File: src/pkg/srx_cfg.svh
// Timing counts, widths and code values for the receive-side control block.
// Assumes inclusion by bare name; definitions only.
`ifndef SRX_CFG_SVH
`define SRX_CFG_SVH
`define SRX_PTR_W 8
`define SRX_TMO_W 10
`define SRX_SYM_CNT_W 16
`define SRX_CAD_PAD 32
`define SRX_PIN_N 6
`define SRX_ROUTE_W 2
`define SRX_ROUTE_EVT 2'h0
`define SRX_ROUTE_HDR 2'h1
`define SRX_ROUTE_CRC 2'h2
`define SRX_FLG_RX_DONE 0
`define SRX_FLG_HDR_OK 1
`define SRX_FLG_TMO 2
`define SRX_FLG_SCAN_DONE 3
`define SRX_FLG_FOUND 4
`define SRX_FLG_CRC 5
`define SRX_FLG_HOP 6
`define SRX_FLG_TX_DONE 7
`define SRX_FLG_W 8
`define SRX_LOCK_CYC 16'h0010
`endif

File: src/pkg/srx_pkg.sv
// Types shared by the receive-side control block.
// Assumes srx_cfg.svh is compiled alongside.
package srx_pkg;
    typedef enum logic [2:0]
    {
        SRX_STANDBY = 3'h0,
        SRX_RX_SINGLE = 3'h1,
        SRX_RX_CONT = 3'h3,
        SRX_SCAN_LOCK = 3'h2,
        SRX_SCAN_CAPT = 3'h6,
        SRX_SCAN_CORR = 3'h7,
        SRX_SCAN_REPORT = 3'h5
    } srx_mode_t;
endpackage : srx_pkg

File: src/pkg/srx_evt_if.sv
// Event bundle from the top module to the pin router.
// Assumes one clock domain.
interface srx_evt_if;
    logic mode_settled;
    logic activity_found_evt;
    logic activity_scan_finished_evt;
    logic hop_channel_change_evt;
    logic rx_window_expired_evt;
    logic rx_complete_evt;
    logic clock_out;
    logic synth_locked;
    logic header_ok_evt;
    logic tx_complete_evt;
    logic payload_check_fail_evt;
    modport src (output mode_settled, activity_found_evt, activity_scan_finished_evt, hop_channel_change_evt,
        rx_window_expired_evt, rx_complete_evt, clock_out, synth_locked, header_ok_evt, tx_complete_evt,
        payload_check_fail_evt);
    modport dst (input mode_settled, activity_found_evt, activity_scan_finished_evt, hop_channel_change_evt,
        rx_window_expired_evt, rx_complete_evt, clock_out, synth_locked, header_ok_evt, tx_complete_evt,
        payload_check_fail_evt);
endinterface : srx_evt_if

File: src/logic/srx_ctrl.sv
// Receive-side control: write pointer, single-receive timeout, activity scan, pin routing.
// Assumes all inputs are on sys_clk; the controller keeps its own ordering duties.
// What this block does
// Receive pointer always shows address of the next byte to be stored.
// Each stored payload byte advances the receive pointer by one.
// Header accepted raises header event, implicit format included.
// Single receive timeout runs absolutely from single receive entry.
// Timeout equals programmed count times one symbol period.
// On expiry set timeout flag and go to standby at once.
// Controller clears timeout flag or sleeps before single receive again.
// Controller programs timeout count between 4 and 1023 symbols.
// Scan locks synthesizer first, then captures samples with receiver on.
// After capture receiver and synthesizer off, then correlation begins.
// Correlation finishes in slightly under one symbol period.
// Capture lasts (2^SF + 32) / BW; rest is reduced-power processing.
// Correlation end sets done flag; success sets found flag same cycle.
// After reporting the scan result, return to standby.
// Controller clears found flag before commanding receive.
// Each of six pins has a two-bit mapping code.
// Code 00 maps settled, found, scan done, hop, timeout, rx done.
// Code 01 maps clock, lock, header, hop, hop, tx done.
// Code 10 maps clock, lock, crc fail, hop, found, scan done; 11 none.
// Each flag stays set until the controller writes one to it; a sleep request also clears the timeout flag.
`include "srx_cfg.svh"
module srx_ctrl
#(
    parameter int PTR_W = `SRX_PTR_W,
    parameter int TMO_W = `SRX_TMO_W
)
(
    // Clock and reset
    input wire logic sys_clk,
    input wire logic rst_b,
    // Mode requests, one-cycle pulses
    input wire logic req_standby,
    input wire logic req_sleep,
    input wire logic req_rx_single,
    input wire logic req_rx_cont,
    input wire logic req_scan,
    // Configuration
    input wire logic [TMO_W-1:0] rx_window_symbols,
    input wire logic [3:0] spread_factor,
    input wire logic [15:0] sym_period_cyc,
    input wire logic [15:0] chip_period_cyc,
    input wire logic [PTR_W-1:0] rx_base_addr,
    input wire logic base_load,
    input wire logic [11:0] pin_route_reg_a,
    // Demodulator side
    input wire logic byte_stored,
    input wire logic header_accepted,
    input wire logic rx_packet_end,
    input wire logic crc_bad,
    input wire logic rx_tracking,
    input wire logic corr_done,
    input wire logic corr_hit,
    input wire logic hop_change,
    input wire logic tx_done,
    input wire logic pll_lock,
    input wire logic clock_src,
    // Flag clear, write-one bits
    input wire logic [`SRX_FLG_W-1:0] event_flag_clr,
    // Status
    output logic [PTR_W-1:0] rx_write_pointer_q,
    output logic [`SRX_FLG_W-1:0] event_flag_reg_q,
    output logic [2:0] mode_q,
    output logic rx_on_q,
    output logic synth_on_q,
    output logic corr_run_q,
    output logic [`SRX_PIN_N-1:0] event_pin_q
);
    ////////////////////////////////////////////////////////////////////////////
    // State
    srx_pkg::srx_mode_t st_q;
    srx_pkg::srx_mode_t st_d;
    logic [TMO_W-1:0] sym_cnt_q;
    logic [TMO_W-1:0] sym_cnt_d;
    logic [`SRX_SYM_CNT_W-1:0] tick_q;
    logic [`SRX_SYM_CNT_W-1:0] tick_d;
    logic [23:0] phase_q;
    logic [23:0] phase_d;
    logic [PTR_W-1:0] ptr_d;
    logic [`SRX_FLG_W-1:0] set_v;
    logic [`SRX_FLG_W-1:0] flags;
    logic sym_tick;
    logic expired;
    logic cap_done;
    logic lock_done;
    logic corr_timeout;
    logic settled_q;
    logic [23:0] cap_len;
    logic [PTR_W-1:0] ptr_q;

    ////////////////////////////////////////////////////////////////////////////
    // Symbol tick divider, one-cycle enable
    assign sym_tick = (tick_q >= sym_period_cyc - 16'h0001);
    assign tick_d = (st_q == srx_pkg::SRX_STANDBY || sym_tick) ? '0 : tick_q + 16'h0001;

    // Absolute count from entry; not stretched by signal activity
    assign expired = (st_q == srx_pkg::SRX_RX_SINGLE) && sym_tick
        && (sym_cnt_q + 10'h001 >= rx_window_symbols);
    assign sym_cnt_d = (st_q != srx_pkg::SRX_RX_SINGLE) ? '0 :
        sym_tick ? sym_cnt_q + 10'h001 : sym_cnt_q;

    // Capture length in sys_clk cycles: (2^SF + 32) chips
    assign cap_len = ((24'h000001 << spread_factor) + 24'(`SRX_CAD_PAD)) * 24'(chip_period_cyc);
    assign lock_done = pll_lock && (phase_q >= 24'(`SRX_LOCK_CYC));
    assign cap_done = (phase_q + 24'h000001 >= cap_len);
    // Guard: correlation never outlives a symbol even if the engine stalls
    assign corr_timeout = (phase_q + 24'h000002 >= 24'(sym_period_cyc));

    ////////////////////////////////////////////////////////////////////////////
    // Mode sequencing
    always_comb
    begin
        st_d = st_q;
        phase_d = phase_q + 24'h000001;
        case (st_q)
            srx_pkg::SRX_STANDBY:
            begin
                phase_d = '0;
                // Request blocked while timeout flag pending
                if (req_rx_single && !flags[`SRX_FLG_TMO])
                    st_d = srx_pkg::SRX_RX_SINGLE;
                else if (req_rx_cont)
                    st_d = srx_pkg::SRX_RX_CONT;
                else if (req_scan)
                    st_d = srx_pkg::SRX_SCAN_LOCK;
            end
            srx_pkg::SRX_RX_SINGLE:
            begin
                if (expired || rx_packet_end || req_standby || req_sleep)
                    st_d = srx_pkg::SRX_STANDBY;
            end
            srx_pkg::SRX_RX_CONT:
            begin
                if (req_standby || req_sleep)
                    st_d = srx_pkg::SRX_STANDBY;
            end
            srx_pkg::SRX_SCAN_LOCK:
            begin
                if (lock_done)
                begin
                    st_d = srx_pkg::SRX_SCAN_CAPT;
                    phase_d = '0;
                end
            end
            srx_pkg::SRX_SCAN_CAPT:
            begin
                if (cap_done)
                begin
                    st_d = srx_pkg::SRX_SCAN_CORR;
                    phase_d = '0;
                end
            end
            srx_pkg::SRX_SCAN_CORR:
            begin
                if (corr_done || corr_timeout)
                    st_d = srx_pkg::SRX_SCAN_REPORT;
            end
            srx_pkg::SRX_SCAN_REPORT:
            begin
                st_d = srx_pkg::SRX_STANDBY;
            end
            default:
            begin
                st_d = srx_pkg::SRX_STANDBY;
            end
        endcase
        if (req_sleep)
            st_d = srx_pkg::SRX_STANDBY;
    end

    always_ff @(posedge sys_clk)
    begin
        if (!rst_b)
        begin
            st_q <= srx_pkg::SRX_STANDBY;
            sym_cnt_q <= '0;
            tick_q <= '0;
            phase_q <= '0;
        end
        else
        begin
            st_q <= st_d;
            sym_cnt_q <= sym_cnt_d;
            tick_q <= tick_d;
            phase_q <= phase_d;
        end
    end

    ////////////////////////////////////////////////////////////////////////////
    // Receive write pointer
    assign ptr_d = base_load ? rx_base_addr :
        (byte_stored && (st_q == srx_pkg::SRX_RX_SINGLE || st_q == srx_pkg::SRX_RX_CONT)) ?
        ptr_q + 8'h01 : ptr_q;

    always_ff @(posedge sys_clk)
    begin
        if (!rst_b)
            ptr_q <= '0;
        else
            ptr_q <= ptr_d;
    end

    ////////////////////////////////////////////////////////////////////////////
    // Event flags
    logic rx_active;
    logic corr_end;
    assign rx_active = (st_q == srx_pkg::SRX_RX_SINGLE) || (st_q == srx_pkg::SRX_RX_CONT);
    assign corr_end = (st_q == srx_pkg::SRX_SCAN_CORR) && (corr_done || corr_timeout);

    always_comb
    begin
        set_v = '0;
        set_v[`SRX_FLG_RX_DONE] = rx_active && rx_packet_end;
        set_v[`SRX_FLG_HDR_OK] = rx_active && header_accepted;
        set_v[`SRX_FLG_TMO] = expired;
        set_v[`SRX_FLG_SCAN_DONE] = corr_end;
        set_v[`SRX_FLG_FOUND] = corr_end && corr_done && corr_hit;
        set_v[`SRX_FLG_CRC] = rx_active && rx_packet_end && crc_bad;
        set_v[`SRX_FLG_HOP] = hop_change;
        set_v[`SRX_FLG_TX_DONE] = tx_done;
    end

    genvar fi;
    generate
        for (fi = 0; fi < `SRX_FLG_W; fi++)
        begin : g_flag
            srx_flag u_flag
            (
                .sys_clk(sys_clk),
                .rst_b(rst_b),
                .set_i(set_v[fi]),
                .clr_i(event_flag_clr[fi] | (req_sleep && fi == `SRX_FLG_TMO)),
                .flag_q(flags[fi])
            );
        end
    endgenerate

    ////////////////////////////////////////////////////////////////////////////
    // Pin routing
    srx_evt_if evt ();
    assign evt.mode_settled = settled_q;
    assign evt.activity_found_evt = flags[`SRX_FLG_FOUND];
    assign evt.activity_scan_finished_evt = flags[`SRX_FLG_SCAN_DONE];
    assign evt.hop_channel_change_evt = flags[`SRX_FLG_HOP];
    assign evt.rx_window_expired_evt = flags[`SRX_FLG_TMO];
    assign evt.rx_complete_evt = flags[`SRX_FLG_RX_DONE];
    assign evt.clock_out = clock_src;
    assign evt.synth_locked = pll_lock;
    assign evt.header_ok_evt = flags[`SRX_FLG_HDR_OK];
    assign evt.tx_complete_evt = flags[`SRX_FLG_TX_DONE];
    assign evt.payload_check_fail_evt = flags[`SRX_FLG_CRC];

    srx_pin_route u_route
    (
        .sys_clk(sys_clk),
        .rst_b(rst_b),
        .evt(evt),
        .route_codes(pin_route_reg_a),
        .event_pin_q(event_pin_q)
    );

    ////////////////////////////////////////////////////////////////////////////
    // Registered status outputs
    always_ff @(posedge sys_clk)
    begin
        if (!rst_b)
        begin
            settled_q <= 1'b0;
            rx_write_pointer_q <= '0;
            event_flag_reg_q <= '0;
            mode_q <= 3'h0;
            rx_on_q <= 1'b0;
            synth_on_q <= 1'b0;
            corr_run_q <= 1'b0;
        end
        else
        begin
            settled_q <= (st_d == st_q);
            rx_write_pointer_q <= ptr_d;
            event_flag_reg_q <= flags;
            mode_q <= st_d;
            rx_on_q <= (st_d == srx_pkg::SRX_SCAN_CAPT) || (st_d == srx_pkg::SRX_RX_SINGLE)
                || (st_d == srx_pkg::SRX_RX_CONT);
            synth_on_q <= (st_d != srx_pkg::SRX_STANDBY) && (st_d != srx_pkg::SRX_SCAN_CORR)
                && (st_d != srx_pkg::SRX_SCAN_REPORT);
            corr_run_q <= (st_d == srx_pkg::SRX_SCAN_CORR);
        end
    end
endmodule : srx_ctrl

File: src/logic/srx_flag.sv
// One sticky event flag: set by hardware, cleared by writing one.
// Assumes set and clear come from logic on sys_clk.
`include "srx_cfg.svh"
module srx_flag
(
    // Clock and reset
    input wire logic sys_clk,
    input wire logic rst_b,
    // Control
    input wire logic set_i,
    input wire logic clr_i,
    output logic flag_q
);
    logic flag_d;
    // Set wins over a clear in the same cycle
    assign flag_d = set_i | (flag_q & ~clr_i);
    always_ff @(posedge sys_clk)
    begin
        if (!rst_b)
            flag_q <= 1'b0;
        else
            flag_q <= flag_d;
    end
endmodule : srx_flag

File: src/logic/srx_pin_route.sv
// Routes modem events onto six event pins by two-bit codes.
// Assumes event inputs are sys_clk levels; outputs are registered.
`include "srx_cfg.svh"
module srx_pin_route
(
    // Clock and reset
    input wire logic sys_clk,
    input wire logic rst_b,
    // Events and mapping
    srx_evt_if.dst evt,
    input wire logic [2*`SRX_PIN_N-1:0] route_codes,
    // Pins
    output logic [`SRX_PIN_N-1:0] event_pin_q
);
    logic [`SRX_PIN_N-1:0] code0;
    logic [`SRX_PIN_N-1:0] code1;
    logic [`SRX_PIN_N-1:0] code2;
    logic [`SRX_PIN_N-1:0] pin_d;
    assign code0 = {evt.mode_settled, evt.activity_found_evt, evt.activity_scan_finished_evt,
        evt.hop_channel_change_evt, evt.rx_window_expired_evt, evt.rx_complete_evt};
    assign code1 = {evt.clock_out, evt.synth_locked, evt.header_ok_evt, evt.hop_channel_change_evt,
        evt.hop_channel_change_evt, evt.tx_complete_evt};
    assign code2 = {evt.clock_out, evt.synth_locked, evt.payload_check_fail_evt, evt.hop_channel_change_evt,
        evt.activity_found_evt, evt.activity_scan_finished_evt};
    genvar gi;
    generate
        for (gi = 0; gi < `SRX_PIN_N; gi++)
        begin : g_pin
            logic [1:0] code;
            assign code = route_codes[2*gi +: 2];
            assign pin_d[gi] = (code == `SRX_ROUTE_EVT) ? code0[gi] :
                               (code == `SRX_ROUTE_HDR) ? code1[gi] :
                               (code == `SRX_ROUTE_CRC) ? code2[gi] : 1'b0;
        end
    endgenerate
    always_ff @(posedge sys_clk)
    begin
        if (!rst_b)
            event_pin_q <= '0;
        else
            event_pin_q <= pin_d;
    end
endmodule : srx_pin_route

File: config.mk
export PLATFORM = sky130hd
export DESIGN_NAME = srx_ctrl
export DESIGN_NICKNAME = d
export VERILOG_FILES = /design/src/pkg/srx_pkg.sv /design/src/pkg/srx_evt_if.sv /design/src/logic/srx_ctrl.sv /design/src/logic/srx_flag.sv /design/src/logic/srx_pin_route.sv
export VERILOG_INCLUDE_DIRS = /design/src /design/src/pkg
export SDC_FILE = /design/constraint.sdc
export NUM_CORES = 1
export LEC_CHECK = 0
export ABC_AREA = 1
export ABC_CLOCK_PERIOD_IN_PS = 11800
export BUFFER_PORTS_ARGS = -buffer_cell sky130_fd_sc_hd__buf_2
export CAP_MARGIN = 25
export CELL_PAD_IN_SITES_DETAIL_PLACEMENT = 0
export CELL_PAD_IN_SITES_GLOBAL_PLACEMENT = 1
export CORE_UTILIZATION = 44
export CTS_BUF_LIST = sky130_fd_sc_hd__clkbuf_2
export DETAILED_ROUTE_END_ITERATION = 7
export PLACE_DENSITY = 0.81
export SKIP_LAST_GASP = 1
export SYNTH_ARGS = -nofsm -noshare
export SYNTH_HDL_FRONTEND = slang
export SYNTH_SLANG_ARGS = --single-unit
File: constraint.sdc
create_clock -name sys_clk -period 11.8 [get_ports sys_clk]
set_input_delay 0.59 -clock sys_clk [delete_from_list [all_inputs] [get_ports sys_clk]]
set_output_delay 0.59 -clock sys_clk [all_outputs]
set_load 0.03 [all_outputs]
==> flow_summary.json, run 1 <==
{
  "status": "completed",
  "r2r_setup_slack_ns": 7.78,
  "rsz0062_at_grt": "false",
  "whs_path_depth": 2,
  "fin_skew_ns": 0.0610,
  "crit_type": "input port to flop",
  "end_kind": "flop",
  "fp.dieW_um": 176,
  "antenna_left": 0,
  "yosys.area_share.adder_pct": 39.6,
  "cts_made_buffers": 9,
  "max_slew_margin_pct": 39.7,
  "layout-drive-gt1-share_pct": 8.75,
  "cp.required_ns": 12.28,
  "synthSimpleGateAreaFrac_pct": 22.1,
  "core_mm2": 0.0296,
  "via_per_inst": 4.98,
  "regToRegEndpoint": "phase_q[8]$_SDFF_PN0_",
  "async_flop_share_pct": 0,
  "whs_endpoint": "g_flag[3].u_flag.flag_q$_SDFF_PN0_",
  "yosysWarningCount": 0,
  "syn_avg_cell_area_um2": 7.45,
  "via_count": 11300,
  "root_buffer": "clkbuf_2",
  "drtIter0Drc": 563,
  "wl_mm": 32.8,
  "ctsHtreeMaxLevel": 3,
  "grt_pass1_vias": 10900,
  "grt_overflow": 0,
  "ir_worst_vdd_mv": 0.0512,
  "antenna_found_initial": 1,
  "initial_core_util_pct": 44.7,
  "routedWlPerCell_um": 14.4,
  "min_period_over_period_pct": 73.2,
  "worst_pin_slew_ns": 0.902,
  "fillers": 3064,
  "drc": 0,
  "cts_tree": "yes",
  "fin_area_mm2": 0.0144,
  "p_leak_nw": 7.36,
  "dr.pass1.iters": 7,
  "cap_violations": 0,
  "layout_commonest_cell": "inv_1",
  "placed_area_mm2": 0.0142,
  "cts_setup_buffers": 0,
  "slew_violations": 0,
  "startpoint_type": "input port",
  "syn_inst": 1778,
  "cts.sinks": 87,
  "hold_viol": 0,
  "hpwl_mm": 27.7,
  "synth-compound-area-share_pct": 5.94,
  "final.setup.tns_ns": 0,
  "clk_pin_slew_ns": 0.25,
  "mostFrequentLayoutCells": "inv_1, nand2_1, nor2_1",
  "nNetsFinal": 2288,
  "place_congestion": 0.879,
  "hp-start": "event_flag_clr[3]",
  "cp_max_fo": 24,
  "grt_max_degree": 28,
  "core.rowCount": 63,
  "grt_usage_pct": 22.2,
  "synth_mux_area_share_pct": 0,
  "reg2reg_from": "phase_q[0]$_SDFF_PN0_",
  "min_period_ns": 8.64,
  "ys.flop_type": "dfxtp_1",
  "syn2layout_area_growth_pct": 8.30,
  "clockBufferDepth": 2,
  "reg2regPathDepth": 16,
  "synth_area_mm2": 0.0133,
  "powerDensity_mw_per_mm2": 75.5,
  "grt_pass1_wl_mm": 54.4,
  "hp-class": "input port to flop",
  "worstSkewPairLatency_ns": 0.62,
  "synth_top_family_by_area": "adder cells",
  "yosysSeqAreaShare_pct": 13.1,
  "max_freq_mhz": 116,
  "cp_slowest_stage_delay_ns": 0.66,
  "io_pins": 121,
  "cts_resized": 0,
  "synth_xor_area_share_pct": 6.67,
  "die_y_um": 176,
  "cp.arrival_ns": 9.12,
  "synth_cell_types": 46,
  "finalSetupViolCount": 0,
  "crit_slowest_cell": "nand2_1",
  "ys_seq_elements": 87,
  "port_buffers": 119,
  "dieArea_mm2": 0.0308,
  "synth_enable_flop_cells": 0,
  "hold_slack_ns": 0.146,
  "ctsHoldBuffers": 0
}
-- metal layers --
metal	vias to the layer above	wire length (µm)	GRT usage [%]
met4	0	532	5.04
met3	34	1960	3.14
met2	307	14800	35.3
met5	-	0	0
met1	5405	15500	31.7
li1	5582	-	-
-- worst max path at each step --
stage	slack, ns	end	from	cells past startpoint
2_1_floorplan	4.08	phase_q[10]$_SDFF_PN0_	spread_factor[2]	33
3_3_place_gp	2.65	phase_q[0]$_SDFF_PN0_	spread_factor[1]	35
3_5_place_dp	2.57	phase_q[17]$_SDFF_PN0_	spread_factor[1]	35
4_1_cts	3.24	phase_q[8]$_SDFF_PN0_	spread_factor[1]	35
5_1_grt	2.48	phase_q[11]$_SDFF_PN0_	spread_factor[1]	35
6_report	3.16	phase_q[8]$_SDFF_PN0_	spread_factor[1]	35
-- cell families after synthesis --
kind of cell / after synthesis
XOR/XNOR: 101
other: 2
flip-flops: 87
AO/OA/AOI/OAI: 144
buffers and inverters: 439
AND/OR/NAND/NOR: 690
adder cells (fa/ha/maj): 315
-- state kept, by name (all words and copies together), names as in the netlist --
register / flops
phase_q: 24
tick_q: 16
sym_cnt_q: 10
event_flag_reg_q: 8
g_flag.u_flag.flag_q: 8
rx_write_pointer_q: 8
u_route.event_pin_q: 6
mode_q: 3
corr_run_q: 1
evt.mode_settled: 1
rx_on_q: 1
synth_on_q: 1
-- where the power goes --
group	leakage (nW)	switching, mW	internal (mW)
Combinational	6.58	0.378	0.237
Clock	0.0745	0.113	0.0499
Sequential	0.706	0.00481	0.301
Total	7.36	0.496	0.588
-- through the flow --
| stage | power [mW] | cells | setup slack (ns) | util, % |
|---|---|---|---|---|
| 4_1_cts | 1.10 | 2275 | 3.24 | 48.4 |
| 3_3_place_gp | 0.918 | 2259 | 2.65 | 48.0 |
| 2_1_floorplan | 0.779 | 1783 | 4.08 | - |
| 5_1_grt | 1.20 | 2276 | 2.48 | 48.4 |
| 3_5_place_dp | 0.930 | 2259 | 2.57 | 48.0 |
| 6_report | 1.08 | 2276 | 3.16 | 48.4 |
-- synthesized netlist by cell type, drive strengths merged, types with 11 or more instances --
library cell	n	area share, %
xor2	78	5.2
nand3	55	2.2
o21ai	37	1.4
dfxtp	87	13
xnor2	23	1.5
nor2	224	6.7
ha	141	13
a21oi	77	2.9
nand2	336	9.6
nor4	11	0.61
inv	399	11
fa	174	26
nor3	29	1.1
nand4	13	0.61
clkbuf	28	0.80
-- worst max-delay path, delay by kind of cell --
kind                       cells  cell delay [ns]
AOI/OAI and AO/OA              8             1.38
xor gates and xnor gates       1             0.14
buffers and inverters          7             1.00
and+or+nand+nor               11             2.84
adders and majority gates      8             3.16
-- area by class of cell --
type / instances / area, µm² / share of cell area, %
multi-input combinational: 1257 / 9870 / 68.8
sequential: 87 / 1740 / 12.1
inverter: 402 / 1510 / 10.5
timing repair buffer: 123 / 626 / 4.36
tap: 390 / 488 / 3.40
clock inverter: 7 / 70.1 / 0.488
clock buffer: 9 / 45.0 / 0.314
antenna: 1 / 2.50 / 0.0174
(Power assumes the default switching activity.)
==> run 2, diff against run 1 <==
--- a/config.mk
+++ b/config.mk
@@ -6,8 +6,8 @@
 export SDC_FILE = /design/constraint.sdc
 export NUM_CORES = 1
 export LEC_CHECK = 0
-export ABC_AREA = 1
-export ABC_CLOCK_PERIOD_IN_PS = 11800
+export ABC_AREA = 0
+export ABC_CLOCK_PERIOD_IN_PS = 8200
 export BUFFER_PORTS_ARGS = -buffer_cell sky130_fd_sc_hd__buf_2
 export CAP_MARGIN = 25
 export CELL_PAD_IN_SITES_DETAIL_PLACEMENT = 0
@@ -15,7 +15,7 @@
 export CORE_UTILIZATION = 44
 export CTS_BUF_LIST = sky130_fd_sc_hd__clkbuf_2
 export DETAILED_ROUTE_END_ITERATION = 7
-export PLACE_DENSITY = 0.81
+export PLACE_DENSITY = 0.79
 export SKIP_LAST_GASP = 1
 export SYNTH_ARGS = -nofsm -noshare
 export SYNTH_HDL_FRONTEND = slang
==> constraint.sdc (replaced) <==
create_clock -name sys_clk -period 8.2 [get_ports sys_clk]
set_input_delay 0.41 -clock sys_clk [delete_from_list [all_inputs] [get_ports sys_clk]]
set_output_delay 0.41 -clock sys_clk [all_outputs]
set_load 0.03 [all_outputs]
==> flow_summary.json, run 2 <==
{
  "yosysSeqAreaShare_pct": 13.2,
  "dr.pass1.iters": 5,
  "reg.largest.list": "phase_q: 24 flops, tick_q: 16 flops, sym_cnt_q: 10 flops",
  "ir_worst_vdd_mv": 0.0611,
  "grt_overflow": 0,
  "r2r_setup_slack_ns": 4.01,
  "synth_cell_types": 57,
  "ys_seq_elements": 87,
  "routedWlPerCell_um": 14.7,
  "hold_viol": 0,
  "max_slew_margin_pct": 40.3,
  "cp_slowest_stage_delay_ns": 0.58,
  "fin_cells": 2104,
  "antenna_found_initial": 1,
  "path_delay_family": "adder cells",
  "cp.arrival_ns": 8.51,
  "crit_start": "spread_factor[3]",
  "yosysWarningCount": 0,
  "largest_reg_flops": 24,
  "cap_violations": 0,
  "mostFrequentLayoutCells": "inv_1, nand2_1, fa_1",
  "reg2reg_from": "phase_q[2]$_SDFF_PN0_",
  "grt_pass1_wl_mm": 53.0,
  "clk_pin_slew_ns": 0.25,
  "rsz0062_at_grt": "false",
  "cts.sinks": 87,
  "grt_max_degree": 57,
  "grt_pass1_vias": 10900,
  "layout_commonest_cell": "inv_1",
  "crit_top_cell": "fa_1",
  "min_period_ns": 7.97,
  "crit_cells": 37,
  "dp_cells": 2080,
  "status": "completed",
  "via_per_inst": 5.12,
  "reg2regPathDepth": 16,
  "regToRegEndpoint": "evt.mode_settled$_SDFF_PN0_",
  "synth.top_cell.area_share_pct": 26.4,
  "largest_register": "phase_q",
  "root_buffer": "clkbuf_2",
  "cts_tree": "yes",
  "powerDensity_mw_per_mm2": 109,
  "hpwl_mm": 25.9,
  "worst_pin_slew_ns": 0.895,
  "io_pins": 121,
  "startpoint_type": "input port",
  "clockBufferDepth": 2,
  "finalSetupViolCount": 0,
  "p_leak_nw": 7.19,
  "place_congestion": 0.923,
  "crit_slowest_cell": "fa_1",
  "max_freq_mhz": 125,
  "fin_skew_ns": 0.0432,
  "hp-class": "input port to flop",
  "ctsHtreeMaxLevel": 3,
  "layout-drive-gt1-share_pct": 11.9,
  "syn_avg_cell_area_um2": 8.38,
  "crit_type": "input port to flop",
  "port_buffers": 119,
  "grt_usage_pct": 21.3,
  "initial_core_util_pct": 45.3,
  "hold_slack_ns": 0.0542,
  "slew_violations": 0,
  "synth_largest_area_cell": "fa_1",
  "synth_enable_flop_cells": 0,
  "crit_buf_inv": 9,
  "dieArea_mm2": 0.0306,
  "async_flop_share_pct": 0,
  "dp_slack_ns": -0.570,
  "synth_most_common_cell": "inv_1",
  "ys.flop_type": "dfxtp_1",
  "worstSkewPairLatency_ns": 0.59,
  "fp.dieW_um": 175,
  "core_mm2": 0.0291,
  "drc": 0,
  "nNetsFinal": 2123,
  "wl_mm": 30.9,
  "die_y_um": 175,
  "fillers": 2871,
  "cp.required_ns": 8.74,
  "syn2layout_area_growth_pct": 11.8,
  "synth_area_leaders": "fa_1, ha_1, dfxtp_1, inv_1, and2_1",
  "final.setup.tns_ns": 0,
  "crit_end": "evt.mode_settled$_SDFF_PN0_",
  "total_power_mw": 1.60,
  "core.rowCount": 62,
  "cp_max_fo": 5,
  "synth_common_cells": "inv_1, nand2_1, fa_1, ha_1, and2_1",
  "cts_made_buffers": 9,
  "min_period_over_period_pct": 97.2,
  "drtIter0Drc": 500,
  "via_count": 10800,
  "fin_ws_ns": 0.232,
  "antenna_left": 0,
  "synth_area_mm2": 0.0132,
  "syn_inst": 1572,
  "end_kind": "flop"
}
==> run 2: repair_timing <==
action / CTS / global route
setup endpoints to repair: 0 / 29
gates resized for setup: 0 / 6
buffers inserted: 0 / 1
hold buffers: 7 / 0
hold endpoints to repair: 5 / 0
==> run 2: power by group <==
part | internal [mW] | switching (mW) | total (mW)
combinational | 0.406 | 0.528 | 0.934
sequential | 0.432 | 0.00750 | 0.439
clock | 0.0697 | 0.156 | 0.226
total | 0.907 | 0.692 | 1.60
==> run 2: worst reg2reg max path, cell delays in order, from the launching register on <==
cell	delay, ns
dfxtp_1	0.51
ha_1	0.36
nand3_1	0.17
nor4_4	0.43
and2_1	0.32
nand3_1	0.13
xnor2_1	0.25
ha_1	0.29
a21oi_1	0.16
o21ai_0	0.16
a2111oi_0	0.31
o211ai_1	0.17
o211ai_1	0.20
buf_4	0.16
nand4_1	0.16
a21o_1	0.23
a21oi_1	0.16
==> run 2: area by class of cell <==
class | count | area (µm²) | area share (%)
Antenna cell | 1 | 2.50 | 0.0170
Clock buffer | 9 | 45.0 | 0.306
Clock inverter | 6 | 70.1 | 0.476
Inverter | 261 | 980 | 6.65
Multi-Input combinational cell | 1174 | 10300 | 70.0
Sequential cell | 87 | 1740 | 11.8
Tap cell | 384 | 480 | 3.26
Timing Repair Buffer | 182 | 1100 | 7.46
==> run 2: kinds of logic (layout without fill, tap and decap cells) <==
| logic type | count (synthesis) | after routing | synth area share [%] |
|---|---|---|---|
| xor+xnor | 119 | 119 | 7.91 |
| other cells | 2 | 8 | 0.0570 |
| mux | 8 | 8 | 0.608 |
| buf+inv | 316 | 458 | 9.07 |
| compound gates | 155 | 155 | 7.39 |
| flops | 87 | 87 | 13.2 |
| fa+ha+maj | 315 | 315 | 39.8 |
| simple gates | 570 | 570 | 21.9 |
==> run 2: metal layers <==
layer | wire length, µm | vias to the layer above | GRT usage [%]
met5 | 0 | - | 0
met4 | 396 | 0 | 3.84
met3 | 1370 | 27 | 2.70
met2 | 14000 | 245 | 33.7
met1 | 15200 | 5246 | 31.1
li1 | - | 5255 | -
==> run 2: stage by stage <==
step	util, %	instance area, µm²
finish	50.6	14700
global route	50.6	14700
CTS	50.5	14700
detailed placement	49.8	14500
global placement	49.8	14500
floorplan	-	13200
==> run 2: how the worst min path moves through the flow <==
stage / from / end / slack [ns] / cells past startpoint
floorplan: g_flag[3].u_flag.flag_q$_SDFF_PN0_ / event_flag_reg_q[3]$_SDFF_PN0_ / 0.45 / 2
global placement: g_flag[1].u_flag.flag_q$_SDFF_PN0_ / event_flag_reg_q[1]$_SDFF_PN0_ / 0.47 / 1
detailed placement: g_flag[1].u_flag.flag_q$_SDFF_PN0_ / event_flag_reg_q[1]$_SDFF_PN0_ / 0.47 / 1
global route: header_accepted / g_flag[1].u_flag.flag_q$_SDFF_PN0_ / 0.02 / 3
finish: header_accepted / g_flag[1].u_flag.flag_q$_SDFF_PN0_ / 0.05 / 3
CTS: header_accepted / g_flag[1].u_flag.flag_q$_SDFF_PN0_ / 0.002 / 3
